[src/rtl/alarm_consts.vh]
// Register offsets, field positions and encodings of the dual alarm block.
// Assumes inclusion by bare name from the alarm design files.
`ifndef ALARM_CONSTS_VH
`define ALARM_CONSTS_VH

// ----------------------------------------------------------------------------
// Register byte addresses
// ----------------------------------------------------------------------------
`define ADDR_THRESH_ONE   6'h20
`define ADDR_THRESH_TWO   6'h22
`define ADDR_COUNT_ONE    6'h24
`define ADDR_COUNT_TWO    6'h26
`define ADDR_CONTROL      6'h28
`define ADDR_STATUS       6'h3C

// ----------------------------------------------------------------------------
// Reset values and read masks
// ----------------------------------------------------------------------------
`define RESET_WORD        16'h0000
`define THRESH_MASK       16'hBFFF
`define COUNT_MASK        16'h00FF
`define CONTROL_MASK      16'hFF17
`define STATUS_MASK       16'h0300

// ----------------------------------------------------------------------------
// Field positions
// ----------------------------------------------------------------------------
`define THRESH_DIR_BIT    15
`define THRESH_MAG_HI     13
`define CTL_ROC_TWO_BIT   15
`define CTL_SRC_TWO_HI    14
`define CTL_SRC_TWO_LO    12
`define CTL_ROC_ONE_BIT   11
`define CTL_SRC_ONE_HI    10
`define CTL_SRC_ONE_LO    8
`define CTL_FILT_BIT      4
`define CTL_OUT_EN_BIT    2
`define CTL_OUT_POL_BIT   1
`define CTL_OUT_SEL_BIT   0
`define STAT_ALARM_TWO    9
`define STAT_ALARM_ONE    8

// ----------------------------------------------------------------------------
// Source selection codes
// ----------------------------------------------------------------------------
`define SRC_OFF           3'h0
`define SRC_SUPPLY        3'h1
`define SRC_RATE          3'h2
`define SRC_AUX           3'h5
`define SRC_TEMP          3'h6

`endif

[src/rtl/alarm_channel.v]
// One alarm channel: static or rate-of-change comparison against a threshold.
// Assumes sample_i pulses once per output data update on the same clock.
`include "alarm_consts.vh"
module alarm_channel #(
    parameter DATA_W  = 14,
    parameter COUNT_W = 8
) (
    // Clock and reset
    input  wire               sys_clk_i,
    input  wire               rstn_i,
    // Configuration
    input  wire               active_i,
    input  wire               roc_i,
    input  wire               signed_i,
    input  wire [15:0]        thresh_i,
    input  wire [COUNT_W-1:0] count_i,
    // Source data
    input  wire               sample_i,
    input  wire [DATA_W-1:0]  data_i,
    // Result
    output reg                event_o
);

    localparam ACC_W = DATA_W + 2 + COUNT_W;

    reg  signed [DATA_W+1:0]  prev_reg;
    reg                       have_prev_reg;
    reg  signed [ACC_W-1:0]   acc_reg;
    reg         [COUNT_W-1:0] seen_reg;

    // Widen a source word to signed, respecting the source's own format.
    function signed [DATA_W+1:0] widen;
        input [DATA_W-1:0] v;
        input              s;
        begin
            widen = s ? {{2{v[DATA_W-1]}}, v} : {2'b00, v};
        end
    endfunction

    wire signed [DATA_W+1:0]  cur      = widen(data_i, signed_i);
    wire signed [DATA_W+1:0]  thr      = widen(thresh_i[`THRESH_MAG_HI:0], signed_i | roc_i);        // [RULE3]
    wire                      greater  = thresh_i[`THRESH_DIR_BIT];                                   // [RULE4]
    wire signed [DATA_W+1:0]  delta    = cur - prev_reg;                                              // [RULE6]
    wire signed [ACC_W-1:0]   acc_new  = acc_reg + {{COUNT_W{delta[DATA_W+1]}}, delta};
    wire        [COUNT_W-1:0] n_eff    = (count_i == {COUNT_W{1'b0}}) ? {{(COUNT_W-1){1'b0}}, 1'b1} : count_i;
    wire        [COUNT_W-1:0] seen_new = seen_reg + {{(COUNT_W-1){1'b0}}, 1'b1};
    // Comparing the sum with threshold times count avoids a divider.
    wire signed [ACC_W-1:0]   thr_n    = thr * $signed({1'b0, n_eff});                                // [RULE7]

    always @(posedge sys_clk_i or negedge rstn_i) begin
        if (!rstn_i) begin
            prev_reg      <= {(DATA_W+2){1'b0}};
            have_prev_reg <= 1'b0;
            acc_reg       <= {ACC_W{1'b0}};
            seen_reg      <= {COUNT_W{1'b0}};
            event_o       <= 1'b0;
        end else begin
            event_o <= 1'b0;
            if (!active_i || !roc_i) begin
                have_prev_reg <= 1'b0;
                acc_reg       <= {ACC_W{1'b0}};
                seen_reg      <= {COUNT_W{1'b0}};
            end
            if (active_i && sample_i) begin                                                         // [RULE17]
                if (!roc_i) begin
                    event_o <= greater ? (cur > thr) : (cur < thr);                                 // [RULE2]
                end else begin
                    prev_reg      <= cur;
                    have_prev_reg <= 1'b1;
                    if (have_prev_reg) begin
                        if (seen_new >= n_eff) begin                                                // [RULE5]
                            event_o  <= greater ? (acc_new > thr_n) : (acc_new < thr_n);            // [RULE7]
                            acc_reg  <= {ACC_W{1'b0}};
                            seen_reg <= {COUNT_W{1'b0}};
                        end else begin
                            acc_reg  <= acc_new;
                            seen_reg <= seen_new;
                        end
                    end
                end
            end
        end
    end

endmodule

[src/rtl/line_router.v]
// Drives the two general-purpose lines from the competing functions.
// Assumes all inputs are levels on the same clock as this module.
module line_router (
    // Clock and reset
    input  wire       sys_clk_i,
    input  wire       rstn_i,
    // General-purpose line control
    input  wire [1:0] gpio_out_en_i,
    input  wire [1:0] gpio_level_i,
    // Data-ready routing
    input  wire       drdy_en_i,
    input  wire       drdy_pol_i,
    input  wire       drdy_sel_i,
    input  wire       drdy_i,
    // Alarm routing
    input  wire       alarm_en_i,
    input  wire       alarm_pol_i,
    input  wire       alarm_sel_i,
    input  wire       alarm_i,
    // Lines
    output reg  [1:0] line_o,
    output reg  [1:0] line_oe_o
);

    integer k;

    always @(posedge sys_clk_i or negedge rstn_i) begin
        if (!rstn_i) begin
            line_o    <= 2'h0;
            line_oe_o <= 2'h0;
        end else begin
            for (k = 0; k < 2; k = k + 1) begin
                if (gpio_out_en_i[k]) begin                                          // [RULE16]
                    line_o[k]    <= gpio_level_i[k];
                    line_oe_o[k] <= 1'b1;
                end else if (drdy_en_i && (drdy_sel_i == k[0])) begin                // [RULE16]
                    line_o[k]    <= ~(drdy_i ^ drdy_pol_i);
                    line_oe_o[k] <= 1'b1;
                end else if (alarm_en_i && (alarm_sel_i == k[0])) begin              // [RULE13] [RULE14]
                    line_o[k]    <= ~(alarm_i ^ alarm_pol_i);
                    line_oe_o[k] <= 1'b1;
                end else begin
                    line_o[k]    <= 1'b0;
                    line_oe_o[k] <= 1'b0;
                end
            end
        end
    end

endmodule

[src/rtl/alarm_block.v]
// Dual alarm event detector with its register file and line routing.
// Assumes the serial interface engine issues word-wide register strobes on sys_clk_i.
//
// Function
// RULE1: Two independent alarm channels, each with own threshold, count, mode, source.
// RULE2: A channel flags an event when its selected data meets the comparison.
// RULE3: Threshold magnitude sits in bits 13:0 in source format; bit 14 unused. In rate mode the code sign-extends it for all sources.
// RULE4: Threshold bit 15 set means greater-than, clear means less-than.
// RULE5: Sample-count bits 7:0 set how many deltas are averaged; 15:8 unused.
// RULE6: Rate mode forms a delta by subtracting the previous sample from each new one.
// RULE7: Sum of the deltas divided by count is compared with the threshold.
// RULE8: Control bit 15 puts the second alarm in rate-of-change mode.
// RULE9: Control bit 11 puts the first alarm in rate-of-change mode.
// RULE10: Control bits 14:12 pick the second source; 000 and unlisted codes inactive.
// RULE11: Control bits 10:8 pick the first source with the same encoding.
// RULE12: Control bit 4 selects filtered data when set, unfiltered when clear.
// RULE13: Control bit 2 enables the alarm line; bit 1 sets its polarity.
// RULE14: Control bit 0 routes the alarm to line one when set, line zero when clear.
// RULE15: Status bits 9 and 8 hold alarm two and one until a status read.
// RULE16: Line control beats data-ready routing, which beats alarm routing.
// RULE17: Comparisons run once per new sample; unused bits read as zero.
module alarm_block #(
    parameter DATA_W  = 14,
    parameter COUNT_W = 8
) (
    // Clock and reset
    input  wire              sys_clk_i,
    input  wire              rstn_i,
    // Register port
    input  wire              reg_wr_i,
    input  wire              reg_rd_i,
    input  wire [5:0]        reg_addr_i,
    input  wire [15:0]       reg_wdata_i,
    output reg  [15:0]       reg_rdata_o,
    // Source data
    input  wire              sample_i,
    input  wire [DATA_W-1:0] supply_raw_i,
    input  wire [DATA_W-1:0] supply_filt_i,
    input  wire [DATA_W-1:0] rate_raw_i,
    input  wire [DATA_W-1:0] rate_filt_i,
    input  wire [DATA_W-1:0] aux_raw_i,
    input  wire [DATA_W-1:0] aux_filt_i,
    input  wire [DATA_W-1:0] temp_raw_i,
    input  wire [DATA_W-1:0] temp_filt_i,
    // Competing line functions
    input  wire [1:0]        gpio_out_en_i,
    input  wire [1:0]        gpio_level_i,
    input  wire              drdy_en_i,
    input  wire              drdy_pol_i,
    input  wire              drdy_sel_i,
    input  wire              drdy_i,
    // General-purpose lines
    output wire [1:0]        line_o,
    output wire [1:0]        line_oe_o,
    // Alarm status
    output reg  [1:0]        alarm_flags_o
);

`include "alarm_consts.vh"

    // ------------------------------------------------------------------------
    // Configuration registers
    // ------------------------------------------------------------------------
    reg  [15:0] thresh_one_reg;
    reg  [15:0] thresh_two_reg;
    reg  [15:0] count_one_reg;
    reg  [15:0] count_two_reg;
    reg  [15:0] control_reg;
    reg  [15:0] rdata_next;

    always @(posedge sys_clk_i or negedge rstn_i) begin
        if (!rstn_i) begin
            thresh_one_reg <= `RESET_WORD;
            thresh_two_reg <= `RESET_WORD;
            count_one_reg  <= `RESET_WORD;
            count_two_reg  <= `RESET_WORD;
            control_reg    <= `RESET_WORD;
        end else if (reg_wr_i) begin
            case (reg_addr_i)
                `ADDR_THRESH_ONE: thresh_one_reg <= reg_wdata_i & `THRESH_MASK;   // [RULE3]
                `ADDR_THRESH_TWO: thresh_two_reg <= reg_wdata_i & `THRESH_MASK;   // [RULE3]
                `ADDR_COUNT_ONE:  count_one_reg  <= reg_wdata_i & `COUNT_MASK;    // [RULE5]
                `ADDR_COUNT_TWO:  count_two_reg  <= reg_wdata_i & `COUNT_MASK;    // [RULE5]
                `ADDR_CONTROL:    control_reg    <= reg_wdata_i & `CONTROL_MASK;  // [RULE17]
                default: ;
            endcase
        end
    end

    // ------------------------------------------------------------------------
    // Source selection
    // ------------------------------------------------------------------------
    // Codes outside the four listed sources leave a channel idle.
    function src_valid;
        input [2:0] code;
        begin
            src_valid = (code == `SRC_SUPPLY) || (code == `SRC_RATE) ||
                        (code == `SRC_AUX)    || (code == `SRC_TEMP);
        end
    endfunction

    function [DATA_W-1:0] src_pick;
        input [2:0]        code;
        input              filt;
        begin
            case (code)
                `SRC_SUPPLY: src_pick = filt ? supply_filt_i : supply_raw_i;
                `SRC_RATE:   src_pick = filt ? rate_filt_i   : rate_raw_i;
                `SRC_AUX:    src_pick = filt ? aux_filt_i    : aux_raw_i;
                `SRC_TEMP:   src_pick = filt ? temp_filt_i   : temp_raw_i;
                default:     src_pick = {DATA_W{1'b0}};
            endcase
        end
    endfunction

    // Rate and temperature words are two's complement, the others are unsigned.
    function src_signed;
        input [2:0] code;
        begin
            src_signed = (code == `SRC_RATE) || (code == `SRC_TEMP);
        end
    endfunction

    wire [2:0]        src_one  = control_reg[`CTL_SRC_ONE_HI:`CTL_SRC_ONE_LO];
    wire [2:0]        src_two  = control_reg[`CTL_SRC_TWO_HI:`CTL_SRC_TWO_LO];
    wire              use_filt = control_reg[`CTL_FILT_BIT];                     // [RULE12]
    wire [DATA_W-1:0] data_one = src_pick(src_one, use_filt);                    // [RULE11] [RULE12]
    wire [DATA_W-1:0] data_two = src_pick(src_two, use_filt);                    // [RULE10] [RULE12]
    wire              event_one;
    wire              event_two;

    // ------------------------------------------------------------------------
    // Alarm channels
    // ------------------------------------------------------------------------
    alarm_channel #(
        .DATA_W  (DATA_W),
        .COUNT_W (COUNT_W)
    ) u_channel_one (
        .sys_clk_i (sys_clk_i),
        .rstn_i    (rstn_i),
        .active_i  (src_valid(src_one)),                                         // [RULE11] [RULE1]
        .roc_i     (control_reg[`CTL_ROC_ONE_BIT]),                              // [RULE9]
        .signed_i  (src_signed(src_one)),
        .thresh_i  (thresh_one_reg),
        .count_i   (count_one_reg[COUNT_W-1:0]),
        .sample_i  (sample_i),
        .data_i    (data_one),
        .event_o   (event_one)
    );

    alarm_channel #(
        .DATA_W  (DATA_W),
        .COUNT_W (COUNT_W)
    ) u_channel_two (
        .sys_clk_i (sys_clk_i),
        .rstn_i    (rstn_i),
        .active_i  (src_valid(src_two)),                                         // [RULE10] [RULE1]
        .roc_i     (control_reg[`CTL_ROC_TWO_BIT]),                              // [RULE8]
        .signed_i  (src_signed(src_two)),
        .thresh_i  (thresh_two_reg),
        .count_i   (count_two_reg[COUNT_W-1:0]),
        .sample_i  (sample_i),
        .data_i    (data_two),
        .event_o   (event_two)
    );

    // ------------------------------------------------------------------------
    // Status flags
    // ------------------------------------------------------------------------
    // A new event in the cycle of a status read survives the clear.
    wire status_rd = reg_rd_i && (reg_addr_i == `ADDR_STATUS);

    always @(posedge sys_clk_i or negedge rstn_i) begin
        if (!rstn_i) begin
            alarm_flags_o <= 2'h0;
        end else begin
            alarm_flags_o[0] <= event_one | (alarm_flags_o[0] & ~status_rd);    // [RULE15]
            alarm_flags_o[1] <= event_two | (alarm_flags_o[1] & ~status_rd);    // [RULE15]
        end
    end

    // ------------------------------------------------------------------------
    // Register read
    // ------------------------------------------------------------------------
    always @* begin
        case (reg_addr_i)
            `ADDR_THRESH_ONE: rdata_next = thresh_one_reg;
            `ADDR_THRESH_TWO: rdata_next = thresh_two_reg;
            `ADDR_COUNT_ONE:  rdata_next = count_one_reg;
            `ADDR_COUNT_TWO:  rdata_next = count_two_reg;
            `ADDR_CONTROL:    rdata_next = control_reg;
            `ADDR_STATUS:     rdata_next = {6'h00, alarm_flags_o, 8'h00} & `STATUS_MASK;  // [RULE17]
            default:          rdata_next = 16'h0000;
        endcase
    end

    always @(posedge sys_clk_i or negedge rstn_i) begin
        if (!rstn_i) begin
            reg_rdata_o <= `RESET_WORD;
        end else if (reg_rd_i) begin
            reg_rdata_o <= rdata_next;
        end
    end

    // ------------------------------------------------------------------------
    // Line routing
    // ------------------------------------------------------------------------
    line_router u_router (
        .sys_clk_i     (sys_clk_i),
        .rstn_i        (rstn_i),
        .gpio_out_en_i (gpio_out_en_i),
        .gpio_level_i  (gpio_level_i),
        .drdy_en_i     (drdy_en_i),
        .drdy_pol_i    (drdy_pol_i),
        .drdy_sel_i    (drdy_sel_i),
        .drdy_i        (drdy_i),
        .alarm_en_i    (control_reg[`CTL_OUT_EN_BIT]),                           // [RULE13]
        .alarm_pol_i   (control_reg[`CTL_OUT_POL_BIT]),                          // [RULE13]
        .alarm_sel_i   (control_reg[`CTL_OUT_SEL_BIT]),                          // [RULE14]
        .alarm_i       (|alarm_flags_o),
        .line_o        (line_o),
        .line_oe_o     (line_oe_o)
    );

endmodule

[config.mk]
export PLATFORM = sky130hd
export DESIGN_NAME = alarm_block
export DESIGN_NICKNAME = d
export VERILOG_FILES = /design/src/rtl/alarm_channel.v /design/src/rtl/line_router.v /design/src/rtl/alarm_block.v
export VERILOG_INCLUDE_DIRS = /design/src /design/src/rtl
export SDC_FILE = /design/constraint.sdc
export NUM_CORES = 1
export LEC_CHECK = 0
export ABC_AREA = 1
export BUFFER_PORTS_ARGS = -buffer_cell sky130_fd_sc_hd__buf_2
export CORE_MARGIN = 5
export CORE_UTILIZATION = 40
export DETAILED_ROUTE_END_ITERATION = 10
export GPL_ROUTABILITY_DRIVEN = 0
export SLEW_MARGIN = 15
export SYNTH_ARGS = -nofsm -noshare
export SYNTH_HDL_FRONTEND = slang
export SYNTH_SLANG_ARGS = --single-unit
[constraint.sdc]
create_clock -name sys_clk_i -period 8 [get_ports sys_clk_i]
set_input_delay 1.6 -clock sys_clk_i [delete_from_list [all_inputs] [get_ports sys_clk_i]]
set_output_delay 1.6 -clock sys_clk_i [all_outputs]
set_load 0.03 [all_outputs]
==> out/metrics.csv, run 1 <==
metric,value,unit
area of the multi-input gates,16600,µm²
CTS tree,built,
CP startpoint kind,flop,
cts bufs inserted,17,
Setup TNS,0,ns
via/cell ratio,5.11,
CP max stage cell,fa_1,
cts hold-fix bufs,0,
drt total wl,72500,µm
number of flops mapped to enable cells by yosys,0,
Antenna Nets Post-Route,0,
post-CTS resize count,0,
max-slew violations,0,
Tcrit/Tclk final,87.6,%
Fmax,0.143,GHz
Die Area,65500,µm²
register area share after synthesis,18.4,%
Antenna diodes,0,
final hold vios,0,
CP endpoint kind,flop,
Seq. cell area,4460,µm²
Die Ht,256,µm
Routed WL per cell,17.4,µm
Synth Register Bits,178,
clk_skew,0.0142,ns
post-route design area,26400,µm²
Nets,3995,
H-tree depth,4,
largest net degree at the start of global routing,87,
# clock sinks,178,
top cell type by total area after synthesis,dfrtp_1,
CORE AREA,60100,µm²
GRT Util Overall,22.1,%
DRC viols,0,
Worst path max stage delay,0.56,ns
RSZ-0062 raised after global routing,no,
syn nets,3900,
Die Wd,256,µm
Synth cell types,47,
clk root buf,clkbuf_16,
Max Cap Viol,0,
hpwl dp,57900,µm
worst setup margin,0.988,ns
fraction of registers with async set/reset,100,%
Ports,169,
1st-iter DRT viols,1536,
later-pin clock latency in the skew report,0.48,ns
"commonest non-fill, non-tap cell in the layout",nand2_1,
P per Cell Area,152,nW/µm²
cell family with most CP delay,adder cells,
P_leak,14.9,nW
Peak VDD IR,173,µV
Pwr Total,4.00,mW
Slew @ Worst Pin,1.07,ns
status,"finished, final reports clean",
initial core utilization,40.3,%
mapped cell area,24200,µm²
Hold Crit Class,reg -> reg,
Yosys warnings,0,
TritonRoute pass-1 iters,6,
Synth Flop Type,dfrtp_1,
FP Rows,90,
fill count,6261,
initial antenna violation count,2,
top cell type's share of synthesized area,18.4,%
Buffers on Ports,168,
synth top area cells,"dfrtp_1 (18%), fa_1 (16%), ha_1 (14%)",
layout cells sized above 1,8.54,%
total gr overflow,0,
P&R area growth vs syn,9.07,%
Buf/Inv on CP,7,
CP Class,reg -> reg,
clock buffer depth,2,
number of global-route vias before repair,21300,
Final setup viols,0,
post-synthesis area per instance,7.36,µm²
Place WS,0.755,ns
CP arrival,7.43,ns
post-route minimum period,7.01,ns
most frequent cells in the layout,"nand2_1 (761), inv_1 (706), ha_1 (268)",
post-CTS setup buffer count,0,
Post-Synthesis Cells,3289,
"critical path fanouts, max",12,
Worst-path clk slew,0.08,ns
Area after DPL,25800,µm²
first-pass GRT wire length,116000,µm
"Req. time, crit path",8.42,ns
via count,21400,
Most common cell on crit path,nand2_1,
Slew headroom,28.5,%
## metrics by stage
step	utilization [%]	hold WS [ns]	instances
after floorplan	-	0.417	3289
after global placement	42.9	0.463	4147
after detailed placement	42.9	0.460	4147
after CTS	43.9	0.480	4179
after global routing	43.9	0.500	4179
final	43.9	0.476	4179
## synth_stat cells (3+ instances only)
cell,number
xor2_1,69
xnor2_1,57
mux2i_1,53
nor3_1,11
a21o_1,6
nand2_1,761
o211ai_1,9
fa_1,196
a32o_1,4
nor2_4,3
o21a_1,5
o2111ai_1,4
o221ai_1,26
dfrtp_1,178
a211oi_1,7
inv_1,706
mux2_2,4
inv_2,6
o21ai_1,4
o22ai_1,58
clkbuf_1,114
nand3_1,84
a22oi_1,7
o21bai_1,19
buf_2,7
nor4_1,11
o21ai_0,127
nand2_2,16
ha_1,268
a21oi_1,183
nor2_2,5
nor2_1,173
nand3_2,12
o31ai_1,5
a31oi_1,22
o22a_1,24
nand4_1,20
nand3b_1,9
## routing by layer
metal	vias to the layer above	wire length, µm	GRT usage (%)	share of wire [%]
li1	10600	-	-	-
met1	10200	31400	28.4	43
met2	508	35300	38.5	49
met3	88	4000	3.72	5.5
met4	4	1810	6.09	2.5
met5	-	19	0	0.026
## logic make-up after synthesis
group / after synthesis / share of synthesized area, %
adders and majority gates: 464 / 30.1
and+or+nand+nor: 1109 / 18.8
muxes: 57 / 2.38
buffers and inverters: 837 / 13.0
DFF: 178 / 18.4
xor gates and xnor gates: 126 / 4.56
AOI/OAI and AO/OA: 518 / 12.8
## worst min-delay path, stage by stage, from the launching register on
cell     delay (ns)
dfrtp_1        0.34
nand2_1        0.05
nand2_1        0.05
## area by class of cell
cell class,instances,area share (%)
sequential,178,16.9
timing repair buffer,199,4.10
clock buffer,18,1.66
inverter,714,10.2
tap,782,3.71
multi-input combinational,2274,63.0
clock inverter,14,0.540
## final timing paths
check                      slack [ns]  depth (start not counted)                    startpoint                                      to
max                              0.99                         38  count_two_reg[1]$_DFFE_PN0P_         u_channel_two.event_o$_DFF_PN0_
min                              0.48                          2    reg_rdata_o[6]$_DFFE_PN0P_              reg_rdata_o[6]$_DFFE_PN0P_
max reg2reg                      0.99                         38  count_two_reg[1]$_DFFE_PN0P_         u_channel_two.event_o$_DFF_PN0_
min reg2reg                      0.48                          2    reg_rdata_o[6]$_DFFE_PN0P_              reg_rdata_o[6]$_DFFE_PN0P_
max in group asynchronous        5.57                          2                        rstn_i              control_reg[4]$_DFFE_PN0P_
min in group asynchronous        1.16                          1                        rstn_i  u_channel_two.prev_reg[11]$_DFFE_PN0P_
## power by group
part           internal [mW]  switching (mW)
clock network          0.447           0.430
registers              0.952           0.139
logic                  0.738            1.30
Power figures use the tool's default switching activity.
==> inputs of run 2 (changes only) <==
--- a/config.mk
+++ b/config.mk
@@ -10,8 +10,10 @@
 export BUFFER_PORTS_ARGS = -buffer_cell sky130_fd_sc_hd__buf_2
 export CORE_MARGIN = 5
 export CORE_UTILIZATION = 40
+export CTS_BUF_LIST = sky130_fd_sc_hd__clkbuf_2
 export DETAILED_ROUTE_END_ITERATION = 10
 export GPL_ROUTABILITY_DRIVEN = 0
+export GPL_TIMING_DRIVEN = 0
 export SLEW_MARGIN = 15
 export SYNTH_ARGS = -nofsm -noshare
 export SYNTH_HDL_FRONTEND = slang
==> run 2 against run 1 <==
Net effect:
- worst hold slack worse by 0.011 ns
- clock-buffer cell count fell by 1
- setup slack lost 0.46 ns
- cell area fell by 0.16%
- register-to-register slack lost 0.46 ns
- wire length grew 2.4%
- flip-flop and latch count stayed put
- sequential share of layout area barely moved
- critical endpoint unchanged
==> out/metrics.csv, run 2 (synthesis gave the netlist of run 1 again) <==
metric,value,unit,change
"commonest non-fill, non-tap cell in the layout",nand2_1,,unchanged
Min-Delay Path Depth,1,,was 2
Worst-path clk slew,0.27,ns,was 0.08 ns
post-layout util,43.8,%,was 43.9%
Buffers on Ports,167,,was 168
Nets,4082,,was 3995
GRT Max-Usage Layer,met2,,unchanged
FP Rows,90,,unchanged
hpwl dp,61300,µm,was 57900 µm
first-pass GRT wire length,118000,µm,was 116000 µm
most frequent cells in the layout,"nand2_1 (761), inv_1 (705), ha_1 (268)",,"was nand2_1 (761), inv_1 (706), ha_1 (268)"
Routed WL per cell,17.4,µm,about the same
cts bufs inserted,17,,unchanged
via/cell ratio,5.10,,was 5.11
post-route minimum period,7.48,ns,was 7.01 ns
P_leak,14.8,nW,was 14.9 nW
"Req. time, crit path",8.95,ns,was 8.42 ns
largest net degree at the start of global routing,94,,was 87
layout cells sized above 1,7.66,%,was 8.54%
# clock sinks,178,,unchanged
final hold vios,0,,unchanged
worst hold path endpoint,alarm_flags_o[1]$_DFF_PN0_,,was reg_rdata_o[6]$_DFFE_PN0P_
post-CTS setup buffer count,0,,unchanged
number of global-route vias before repair,21100,,was 21300
worst setup margin,0.524,ns,was 0.988 ns
initial core utilization,40.3,%,unchanged
clock buffer depth,2,,unchanged
Die Ht,256,µm,unchanged
worst-case reg-to-reg path depth,38,,unchanged
Slew @ Worst Pin,0.859,ns,was 1.07 ns
cts hold-fix bufs,0,,unchanged
Ports,169,,unchanged
Worst R2R Start,count_two_reg[3]$_DFFE_PN0P_,,was count_two_reg[1]$_DFFE_PN0P_
total gr overflow,0,,unchanged
P per Cell Area,141,nW/µm²,was 152 nW/µm²
CTS tree,built,,unchanged
Fmax,0.134,GHz,was 0.143 GHz
clk_skew,0.0688,ns,was 0.0142 ns
later-pin clock latency in the skew report,1.07,ns,was 0.48 ns
met3 GRT Util,3.39,%,was 3.72%
final cell count without fillers,4269,,was 4179
FF-to-FF End,u_channel_two.event_o$_DFF_PN0_,,unchanged
CP startpoint kind,flop,,unchanged
area of the multi-input gates,16600,µm²,about the same
Most common cell on crit path,nand2_1,,unchanged
met1 GRT Util,30.4,%,was 28.4%
max-slew violations,0,,unchanged
Die Wd,256,µm,unchanged
GRT Util Overall,22.5,%,was 22.1%
CP max stage cell,fa_1,,unchanged
drt total wl,74300,µm,was 72500 µm
clk root buf,clkbuf_2,,was clkbuf_16
Tcrit/Tclk final,93.4,%,was 87.6%
1st-iter DRT viols,1488,,was 1536
"critical path fanouts, max",12,,unchanged
initial antenna violation count,3,,was 2
CP Class,reg -> reg,,unchanged
Seq. cell area,4460,µm²,unchanged
cell count after placement,4239,,was 4147
Max Cap Viol,0,,unchanged
Peak VDD IR,72.4,µV,was 173 µV
H-tree depth,4,,unchanged
HP Start,u_channel_two.event_o$_DFF_PN0_,,was reg_rdata_o[6]$_DFFE_PN0P_
Hold WS,0.466,ns,was 0.476 ns
status,"finished, final reports clean",,unchanged
Die Area,65500,µm²,unchanged
cell family with most CP delay,adder cells,,unchanged
TritonRoute pass-1 iters,8,,was 6
Worst path max stage delay,0.56,ns,about the same
Place WS,0.0559,ns,was 0.755 ns
P&R area growth vs syn,8.89,%,was 9.07%
R2R setup slack,0.52,ns,was 0.99 ns
Antenna Nets Post-Route,0,,unchanged
Final setup viols,0,,unchanged
Hold Crit Class,reg -> reg,,unchanged
via count,21800,,was 21400
met2 GRT Util,37.9,%,was 38.5%
CP endpoint kind,flop,,unchanged
critical path depth,38,,unchanged
fill count,6402,,was 6261
Slew headroom,42.7,%,was 28.5%
DRC viols,0,,unchanged
Buf/Inv on CP,7,,unchanged
CORE AREA,60100,µm²,unchanged
CP arrival,8.43,ns,was 7.43 ns
run 2: layer usage:
layer  wire length (µm)  vias to the layer above  share of wire, %
met5                 11                        -             0.015
met4               2150                        2               2.9
met3               3750                       97               5.1
met2              34900                      533                47
met1              33500                    10400                45
li1                   -                    10700                 -
run 2: what timing repair did:
item / in CTS / in global routing
pin swaps: 0 / 0
setup endpoints to repair: 2 / 2
hold endpoints to repair: 0 / 0
resized for setup: 0 / 15
run 2: stage by stage:
step                       TNS, ns  power [mW]  instance area, µm²
after floorplan                  0        2.50               24200
after global placement    -0.00793        3.11               26000
after detailed placement         0        3.13               26100
after CTS                        0        3.73               26300
after global routing       -0.0278        4.04               26400
final                            0        3.71               26400
run 2: final cells by class:
cell class	count	share of cell area (%)
Antenna cell	3	0.0285
Buffer	118	1.72
Clock buffer	17	0.323
Clock inverter	15	0.712
Inverter	714	10.2
Multi-Input combinational cell	2274	63.1
Sequential cell	178	16.9
Tap cell	782	3.71
Timing Repair Buffer	168	3.31
run 2: worst max path at each step:
stage                                                  to                          from  slack [ns]
after floorplan           u_channel_one.event_o$_DFF_PN0_                aux_filt_i[13]        1.73
after global placement    u_channel_one.event_o$_DFF_PN0_    control_reg[4]$_DFFE_PN0P_      -0.008
after detailed placement  u_channel_one.event_o$_DFF_PN0_    control_reg[4]$_DFFE_PN0P_        0.06
after CTS                 u_channel_one.event_o$_DFF_PN0_    control_reg[4]$_DFFE_PN0P_        0.20
after global routing      u_channel_two.event_o$_DFF_PN0_  count_two_reg[4]$_DFFE_PN0P_       -0.03
final                     u_channel_two.event_o$_DFF_PN0_  count_two_reg[3]$_DFFE_PN0P_        0.52
run 2: report_power, final:
group          internal [mW]  switching, mW  leakage, nW
registers              0.956         0.0447         2.32
clock network          0.164          0.415        0.165
logic                  0.738           1.39         12.4
total                   1.86           1.85         14.8
